===== src/verilog/omr_pkg.sv =====
package omr_pkg;
    // Register map; printed offsets are not multiples of four, so they are indices
    localparam logic [7:0] STATUS_PIN_MUTE_CTRL_IDX = 8'h17;
    localparam logic [7:0] DIVIDER_DYNAMIC_DELAY_CTRL_IDX = 8'h18;
    localparam logic [7:0] REFERENCE_DETECT_CTRL_IDX = 8'h19;
    localparam logic [7:0] CLK_SRC_STATUS_IDX = 8'h1a;
    localparam logic [9:0] STATUS_PIN_MUTE_CTRL_ADDR = 10'h05c;
    localparam logic [9:0] DIVIDER_DYNAMIC_DELAY_CTRL_ADDR = 10'h060;
    localparam logic [9:0] REFERENCE_DETECT_CTRL_ADDR = 10'h064;
    localparam logic [9:0] CLK_SRC_STATUS_ADDR = 10'h068;
    // Field positions
    localparam int FIRST_AUTOMUTE_BIT = 0;
    localparam int SECOND_AUTOMUTE_BIT = 1;
    localparam int DETECT_METHOD_LSB = 6;
    localparam int DIVIDER_COUNT = 6;
    localparam int DIVIDE_MARGIN_MIN = 8;
    // Reset values and response codes
    localparam logic [1:0] AUTOMUTE_RESET = 2'h2;
    localparam logic [5:0] MARGIN_RESET = 6'h00;
    localparam logic [1:0] DETECT_METHOD_RESET = 2'h1;
    localparam logic [1:0] RESP_OKAY = 2'h0;
    localparam logic [1:0] RESP_SLVERR = 2'h2;

    typedef enum logic [1:0] {
        OMR_DET_RISE = 2'b00,
        OMR_DET_BOTH = 2'b01,
        OMR_DET_FALL = 2'b10,
        OMR_DET_LEVEL = 2'b11
    } omr_detect_t;
endpackage : omr_pkg


===== src/verilog/omr_regs.sv =====
`timescale 1ns/1ps
module omr_regs #(
    parameter int DIV_W = 8
) (
    input wire logic mclk,
    input wire logic rst,
    input wire logic ce,
    input wire logic [9:0] s_axi_awaddr,
    input wire logic s_axi_awvalid,
    output logic s_axi_awready,
    input wire logic [31:0] s_axi_wdata,
    input wire logic [3:0] s_axi_wstrb,
    input wire logic s_axi_wvalid,
    output logic s_axi_wready,
    output logic [1:0] s_axi_bresp,
    output logic s_axi_bvalid,
    input wire logic s_axi_bready,
    input wire logic [9:0] s_axi_araddr,
    input wire logic s_axi_arvalid,
    output logic s_axi_arready,
    output logic [31:0] s_axi_rdata,
    output logic [1:0] s_axi_rresp,
    output logic s_axi_rvalid,
    input wire logic s_axi_rready,
    input wire logic clk_src_valid,
    input wire logic first_status_pin_is_clock,
    input wire logic second_status_pin_is_clock,
    input wire logic [6*DIV_W-1:0] divider_value,
    output logic first_status_pin_enable,
    output logic second_status_pin_enable,
    output logic [5:0] divider_margin_active,
    output logic [1:0] secondary_input_detect_method,
    output logic secondary_slew_rise_en,
    output logic secondary_slew_fall_en,
    output logic secondary_level_detect_en
);

    typedef struct packed {
        logic src_valid_m;
        logic src_valid_s;
        logic [1:0] automute;
        logic [5:0] margin;
        logic [1:0] detect;
        logic aw_have;
        logic [9:0] aw_addr;
        logic w_have;
        logic [31:0] w_data;
        logic [3:0] w_strb;
        logic bvalid;
        logic [1:0] bresp;
        logic rvalid;
        logic [31:0] rdata;
        logic [1:0] rresp;
        logic pin0_en;
        logic pin1_en;
        logic [5:0] margin_act;
        logic slew_rise;
        logic slew_fall;
        logic level_det;
    } omr_state_t;

    omr_state_t s_q;
    omr_state_t s_d;
    logic [5:0] div_above;

    // Divider range check per divider
    genvar gi;
    generate
        for (gi = 0; gi < 6; gi++) begin : g_div
            assign div_above[gi] = divider_value[gi*DIV_W +: DIV_W] >
                DIV_W'(omr_pkg::DIVIDE_MARGIN_MIN);
        end
    endgenerate

    always_comb begin
        s_d = s_q;
        s_d.src_valid_m = clk_src_valid;
        s_d.src_valid_s = s_q.src_valid_m;
        // Write channel capture
        if (s_axi_awvalid && !s_q.aw_have) begin
            s_d.aw_have = 1'b1;
            s_d.aw_addr = s_axi_awaddr;
        end
        if (s_axi_wvalid && !s_q.w_have) begin
            s_d.w_have = 1'b1;
            s_d.w_data = s_axi_wdata;
            s_d.w_strb = s_axi_wstrb;
        end
        if (s_q.aw_have && s_q.w_have && !s_q.bvalid) begin
            s_d.aw_have = 1'b0;
            s_d.w_have = 1'b0;
            s_d.bvalid = 1'b1;
            s_d.bresp = omr_pkg::RESP_OKAY;
            if (s_q.aw_addr == omr_pkg::STATUS_PIN_MUTE_CTRL_ADDR) begin
                if (s_q.w_strb[0]) begin
                    s_d.automute = s_q.w_data[1:0];
                end
            end else if (s_q.aw_addr == omr_pkg::DIVIDER_DYNAMIC_DELAY_CTRL_ADDR) begin
                if (s_q.w_strb[0]) begin
                    s_d.margin = s_q.w_data[5:0];
                end
            end else if (s_q.aw_addr == omr_pkg::REFERENCE_DETECT_CTRL_ADDR) begin
                if (s_q.w_strb[0]) begin
                    s_d.detect = s_q.w_data[omr_pkg::DETECT_METHOD_LSB +: 2];
                end
            end else if (s_q.aw_addr == omr_pkg::CLK_SRC_STATUS_ADDR) begin
                s_d.bresp = omr_pkg::RESP_OKAY;
            end else begin
                s_d.bresp = omr_pkg::RESP_SLVERR;
            end
        end
        if (s_q.bvalid && s_axi_bready) begin
            s_d.bvalid = 1'b0;
        end
        // Read channel
        if (s_axi_arvalid && !s_q.rvalid) begin
            s_d.rvalid = 1'b1;
            s_d.rresp = omr_pkg::RESP_OKAY;
            s_d.rdata = 32'h0000_0000;
            if (s_axi_araddr == omr_pkg::STATUS_PIN_MUTE_CTRL_ADDR) begin
                s_d.rdata[1:0] = s_q.automute;
            end else if (s_axi_araddr == omr_pkg::DIVIDER_DYNAMIC_DELAY_CTRL_ADDR) begin
                s_d.rdata[5:0] = s_q.margin;
            end else if (s_axi_araddr == omr_pkg::REFERENCE_DETECT_CTRL_ADDR) begin
                s_d.rdata[omr_pkg::DETECT_METHOD_LSB +: 2] = s_q.detect;
            end else if (s_axi_araddr == omr_pkg::CLK_SRC_STATUS_ADDR) begin
                s_d.rdata[0] = s_q.src_valid_s;
                s_d.rdata[1] = s_q.pin0_en;
                s_d.rdata[2] = s_q.pin1_en;
                s_d.rdata[13:8] = s_q.margin_act;
            end else begin
                s_d.rresp = omr_pkg::RESP_SLVERR;
            end
        end else if (s_q.rvalid && s_axi_rready) begin
            s_d.rvalid = 1'b0;
        end
        // Status pin gating
        s_d.pin0_en = !first_status_pin_is_clock || !s_q.automute[omr_pkg::FIRST_AUTOMUTE_BIT]
            || s_q.src_valid_s;
        s_d.pin1_en = !second_status_pin_is_clock || !s_q.automute[omr_pkg::SECOND_AUTOMUTE_BIT]
            || s_q.src_valid_s;
        s_d.margin_act = s_q.margin & div_above;
        // Detector selection
        s_d.slew_rise = 1'b0;
        s_d.slew_fall = 1'b0;
        s_d.level_det = 1'b0;
        case (omr_pkg::omr_detect_t'(s_q.detect))
            omr_pkg::OMR_DET_RISE: begin
                s_d.slew_rise = 1'b1;
            end
            omr_pkg::OMR_DET_BOTH: begin
                s_d.slew_rise = 1'b1;
                s_d.slew_fall = 1'b1;
            end
            omr_pkg::OMR_DET_FALL: begin
                s_d.slew_fall = 1'b1;
            end
            default: begin
                s_d.level_det = 1'b1;
            end
        endcase
    end

    always_ff @(posedge mclk or posedge rst) begin
        if (rst) begin
            s_q <= '0;
            s_q.automute <= omr_pkg::AUTOMUTE_RESET;
            s_q.margin <= omr_pkg::MARGIN_RESET;
            s_q.detect <= omr_pkg::DETECT_METHOD_RESET;
            s_q.pin0_en <= 1'b1;
            s_q.pin1_en <= 1'b1;
            s_q.slew_rise <= 1'b1;
            s_q.slew_fall <= 1'b1;
        end else if (ce) begin
            s_q <= s_d;
        end
    end

    assign s_axi_awready = !s_q.aw_have;
    assign s_axi_wready = !s_q.w_have;
    assign s_axi_bvalid = s_q.bvalid;
    assign s_axi_bresp = s_q.bresp;
    assign s_axi_arready = !s_q.rvalid;
    assign s_axi_rvalid = s_q.rvalid;
    assign s_axi_rdata = s_q.rdata;
    assign s_axi_rresp = s_q.rresp;
    assign first_status_pin_enable = s_q.pin0_en;
    assign second_status_pin_enable = s_q.pin1_en;
    assign divider_margin_active = s_q.margin_act;
    assign secondary_input_detect_method = s_q.detect;
    assign secondary_slew_rise_en = s_q.slew_rise;
    assign secondary_slew_fall_en = s_q.slew_fall;
    assign secondary_level_detect_en = s_q.level_det;

endmodule : omr_regs


===== config.mk =====
export PLATFORM = sky130hd
export DESIGN_NAME = omr_regs
export DESIGN_NICKNAME = d
export VERILOG_FILES = /design/src/verilog/omr_pkg.sv /design/src/verilog/omr_regs.sv
export SDC_FILE = /design/constraint.sdc
export NUM_CORES = 1
export LEC_CHECK = 0
export BUFFER_PORTS_ARGS = -buffer_cell sky130_fd_sc_hd__buf_2
export CORE_MARGIN = 10
export CORE_UTILIZATION = 45
export CTS_BUF_LIST = sky130_fd_sc_hd__clkbuf_16
export DETAILED_ROUTE_END_ITERATION = 7
export PLACE_DENSITY_LB_ADDON = 0.12
export RECOVER_POWER = 100
export REMOVE_ABC_BUFFERS = 1
export SYNTH_ARGS = -nofsm -noshare
export SYNTH_HDL_FRONTEND = slang
export SYNTH_SLANG_ARGS = --single-unit

===== constraint.sdc =====
create_clock -name mclk -period 5.4 [get_ports mclk]
set_input_delay 1.08 -clock mclk [delete_from_list [all_inputs] [get_ports mclk]]
set_output_delay 1.08 -clock mclk [all_outputs]
set_load 0.005 [all_outputs]

==> After elaboration in Yosys (flattened, before gate mapping) <==
Index checks and enable logic that the tools add are counted.
{ "word_totals": {"wordCells": 106, "ff_bits": 91, "in_bits": 115, "output_inout_bits": 54} }
{ "classes": {"eq_ne": 10, "bitwise": 3, "mux": 28, "magnitude_cmp": 6, "n_reduce_logical": 38} }
{ "op_table": {"columns": ["op", "n"], "rows": [
  ["$eq A10 B7 Y1 const B", 8],
  ["$gt A8 B4 Y1 const B", 6],
  ["$mux W37", 1],
  ["$mux W2", 9],
  ["$reduce_and A2 Y1", 8],
  ["$mux W12", 1],
  ["$mux W3", 4],
  ["$mux W6", 2],
  ["$mux W11", 1],
  ["$logic_not A1 Y1", 8],
  ["$mux W1", 8],
  ["$mux W8", 1],
  ["$reduce_bool A2 Y1", 4],
  ["$logic_and A1 B1 Y1", 7],
  ["$and A6 B6 Y6", 1],
  ["$reduce_and A6 Y1", 1],
  ["$mux W5", 1],
  ["$reduce_and A5 Y1", 1],
  ["$logic_or A1 B1 Y1", 4],
  ["$reduce_and A4 Y1", 1],
  ["$reduce_or A2 Y1", 2],
  ["$reduce_or A3 Y1", 1],
  ["$eq A2 B1 Y1 const B", 1],
  ["$eq A2 B2 Y1 const B", 1],
  ["other kinds (2)", 3]
]} }

==> Logic depth before layout (Yosys ltp) <==
{ "depth": {"word_depth": 7, "ltp_mapped": 5, "depth_no_buf": 4} }

==> Least setup slack after synthesis <==
Ideal clock, no wire load.
{ "synth_path": {"path_type": "in2reg", "from": "in ce", "to": "reg s_q (netlist bit secondary_input_detect_method[1])", "path_slack_ns": 3.082, "path_stages": 5, "setup_time_ns": 0.125, "arrival_time_ns": 2.193, "t_required_ns": 5.275, "n_path_buf": 1, "path_cell_list": "and4b_1 buf_4 nand4_4 or3b_4 mux2_4"} }
{ "synth_via": {"elab_chain_len": 1} }
{ "synth_rtl": {"columns": ["element", "line", "rtl"], "rows": [
  ["start: declaration", "omr_regs.sv:7", "input wire logic ce,"],
  ["$reduce_and A6 Y1 (no source line)", null, null],
  ["end: declaration", "omr_regs.sv:62", "omr_state_t s_q;"]
]} }
Every way passes these cells.
A chain may end at the register's enable or synchronous reset.

==> Worst setup path in the final report <==
{ "layout_path": {"from": "in ce", "to": "reg s_q[100] (netlist name)"} }
{ "layout_via": {"elab_chain_len": 1} }
{ "layout_rtl": {"columns": ["element"], "rows": [
  ["$reduce_and A5 Y1 (no source line)"]
]} }
Every way passes these cells.

==> metrics.md <==
| Metric | Value |
|---|---|
| Top Metal Used | `met4` |
| Max Clk Rate | `263 MHz` |
| Worst setup path class | `input port to flop` |
| Most common library cell in the layout ignoring fill and taps | `buf_2` |
| Crit path max fanout | `31` |
| Area share of the largest cell type after synthesis | `0.448` |
| Final Critical Period | `3800 ps` |
| Worst R2R Setup Slack | `3010 ps` |
| Wire per inst | `15.8 um` |
| Main area contributors after synthesis | `dfrtp_1, mux2_2, buf_4` |
| Hold Path Origin | `s_axi_rdata[6]$_DFFE_PP0P_` |
| FF-to-FF End | `s_q[100]$_DFFE_PP0P_` |
| Initial Util | `0.463` |
| Logic pwr share | `0.168` |
| GRT overflow | `0` |
| Placed inst area | `3550 um^2` |
| Number of global-route vias before repair | `2460` |
| Clock root cell | `clkbuf_16` |
| First-pass GRT wire length | `11600 um` |
| Initial antenna violation count | `0` |
| Worst Tran Pin Value | `1770 ps` |
| Final WL | `7320 um` |
| Reg2reg path depth | `4` |
| Critical Path RT | `5600 ps` |
| Synth Cell Area | `3130 um^2` |
| Post-CTS Setup Repair Bufs | `0` |
| Avg Cell Area, Syn | `11.3 um^2` |
| Total negative slack | `0 ps` |
| DR vias | `2284` |
| Ys async rst share | `1.00` |
| # clock sinks | `62` |
| Wire length on met1 | `3020 um` |
| Failing checks | `max-capacitance violations, max-slew violations` |
| DR DRC count | `0` |
| Worst Hold Slack | `459 ps` |
| Tot GR Track Use | `0.139` |
| Clock buffer depth | `2` |
| Worst Hold Depth | `2` |
| Worst setup SP type | `input port` |
| Flops & latches, synth | `62` |
| Cts bufs inserted | `9` |
| Register area | `1560 um^2` |
| RSZ-0062 raised after global routing | `no` |
| R2r startpoint | `s_axi_bvalid$_DFFE_PP0P_` |
| Max_cap viols | `1` |
| Pre-antenna DRT Iters | `4` |
| Count of final setup violators | `0` |
| Pwr Density | `357 nW/um^2` |
| CP Cell Sequence | `clkbuf_1 > and4b_1 > nand4_1 > nor3b_1 > mux2_2` |
| Nets | `496` |
| Post-CTS sizing | `0` |
| Pleak | `1.81 nW` |
| Min-Delay Endpoint | `s_axi_rdata[6]$_DFFE_PP0P_` |
| Std-Cell Rows | `30` |
| Yosys cell types | `42` |
| Routed Antenna Nets | `0` |
| Final Power | `1.33 mW` |
| Switching Share | `0.258` |
| Clock latency on the worst-skew pair | `320 ps` |
| Post-synth top flop | `dfrtp_1` |
| CP top delay family | `simple AND/OR/NAND/NOR gates` |
| DR vias/cell | `4.93` |
| Final hold vios | `0` |
| Final slew viol count | `35` |
| Delay of the slowest critical-path stage | `940 ps` |
| Met2 Wirelength | `3600 um` |
| IR Drop Worst-Case VDD | `0.224 mV` |
| Final Cycle Share | `0.704` |
| CP arrival | `4000 ps` |
| Worst Clk Skew | `4.98 ps` |
| Critical Path Sink Type | `flop` |
| Layout cells sized above 1 | `0.384` |
| Worst path slowest cell | `clkbuf_1` |
| Worst slew margin | `-0.178` |
| Sequential Power Share | `0.472` |
| Utilization after layout | `0.553` |
| CTS tree | `built` |
| Post-CTS Hold Buffers | `0` |
| Clock Pin Slew Worst Setup and Hold Paths | `50 ps` |
| CORE AREA | `6760 um^2` |
| DRT iter0 DRCs | `52` |
| NetSw | `344 uW` |
| Cells after synthesis | `276` |
| Boundary Pins | `169` |
| Clk pwr share | `0.360` |
| Internal power | `989 uW` |
| Syn. warnings | `0` |
| Register area share after synthesis | `0.499` |
| N_diodes | `0` |
| HP Class | `flop to flop` |
| Finished Cell Area | `3740 um^2` |
| Port Buffers | `121` |
| HPWL Detailed | `5780 um` |
| Die area | `10700 um^2` |
| Placer Congestion | `0.814` |
| Most frequent cells in the layout | `buf_2, dfrtp_1, mux2_2` |
| Area of the multi-input gates | `1190 um^2` |
| Largest net degree at the start of global routing | `35` |
| Synthesis-to-finish area growth | `19.6%` |
| Fill cell count | `640` |
| H-tree levels | `3` |
| EDFF count, synth | `0` |
| WP buf/inv | `1` |
| Die Height | `103 um` |
| Die width | `103 um` |
| Cell taking the most area after synthesis | `dfrtp_1` |
| Status | `finished, violations left` |
| Met3 wire len | `654 um` |
==> synth_stat cells (all sizes together) (3+ instances only) <==
cell type / number
a21oi: 9
a22o: 9
and2: 3
buf: 46
clkbuf: 4
dfrtp: 56
dfstp: 6
ha: 3
inv: 14
mux2: 33
nand2: 21
nand3: 10
nor2: 10
nor3b: 4
nor4: 9
o21ai: 8
o31ai: 6
==> flip-flops by register name, indices dropped and copies added (netlist names) <==
register	cells
secondary_slew_rise_en	1
second_status_pin_enable	1
s_axi_rresp	1
secondary_level_detect_en	1
s_axi_bvalid	1
first_status_pin_enable	1
secondary_input_detect_method	2
s_q	30
s_d	1
s_axi_rvalid	1
divider_margin_active	6
s_axi_rdata	14
secondary_slew_fall_en	1
s_axi_bresp	1
==> logic make-up (layout without fill, tap and decap cells) <==
| family | after synthesis | count (layout) | share of synthesized area |
|---|---|---|---|
| other | 1 | 20 | 0.00120 |
| DFF | 62 | 62 | 0.499 |
| and+or+nand+nor | 74 | 74 | 0.152 |
| muxes | 33 | 33 | 0.121 |
| adders and majority gates | 3 | 3 | 0.0120 |
| buffers and inverters | 64 | 152 | 0.131 |
| AOI/OAI and AO/OA | 39 | 39 | 0.0833 |
==> worst register-to-register path, delay by kind of cell (launching register included) <==
| family | cells | cell delay [ps] |
|---|---|---|
| flip-flops | 1 | 380 |
| multiplexers | 1 | 420 |
| AND/OR/NAND/NOR | 3 | 1480 |
==> per-layer routing <==
metal  global-route usage  vias to the layer above
met5                    0                        -
li1                     -                     1112
met4               0.0417                        0
met3               0.0545                        5
met2                0.231                       84
met1                0.163                     1083
==> area by class of cell <==
type,instances,area share
Sequential cell,62,0.417
Multi-Input combinational cell,169,0.320
Timing Repair Buffer,122,0.154
Clock buffer,9,0.0603
Tap cell,80,0.0268
Inverter,14,0.0141
Clock inverter,7,0.00770
==> power groups by stage <==
stage | clock network (mW) | logic [mW] | registers (mW)
final | 0.480 | 0.224 | 0.630
after global routing | 0.519 | 0.255 | 0.644
after CTS | 0.496 | 0.240 | 0.635
after detailed placement | 0 | 0.239 | 0.641
after global placement | 0 | 0.231 | 0.637
after floorplan | 0 | 0.157 | 0.624
==> metrics by stage <==
stage               setup WS (ps)  std cells
CTS                          2480        463
floorplan                    2790        245
global placement             2230        447
finish                       1600        463
global route                 1270        463
detailed placement           2150        447
==> how the worst max path moves through the flow <==
| stage | start | endpoint | slack, ps | cells after the start |
|---|---|---|---|---|
| 6_report | ce | s_q[100]$_DFFE_PP0P_ | 1600 | 5 |
| 5_1_grt | ce | s_q[104]$_DFFE_PP0P_ | 1270 | 5 |
| 4_1_cts | ce | s_axi_rdata[2]$_DFFE_PP0P_ | 2480 | 4 |
| 3_5_place_dp | ce | s_axi_rdata[2]$_DFFE_PP0P_ | 2150 | 4 |
| 3_3_place_gp | ce | s_axi_rdata[2]$_DFFE_PP0P_ | 2230 | 4 |
| 2_1_floorplan | rst | divider_margin_active[0]$_DFFE_PP0P_ | 2790 | 1 |
Power figures use the tool's default switching activity.
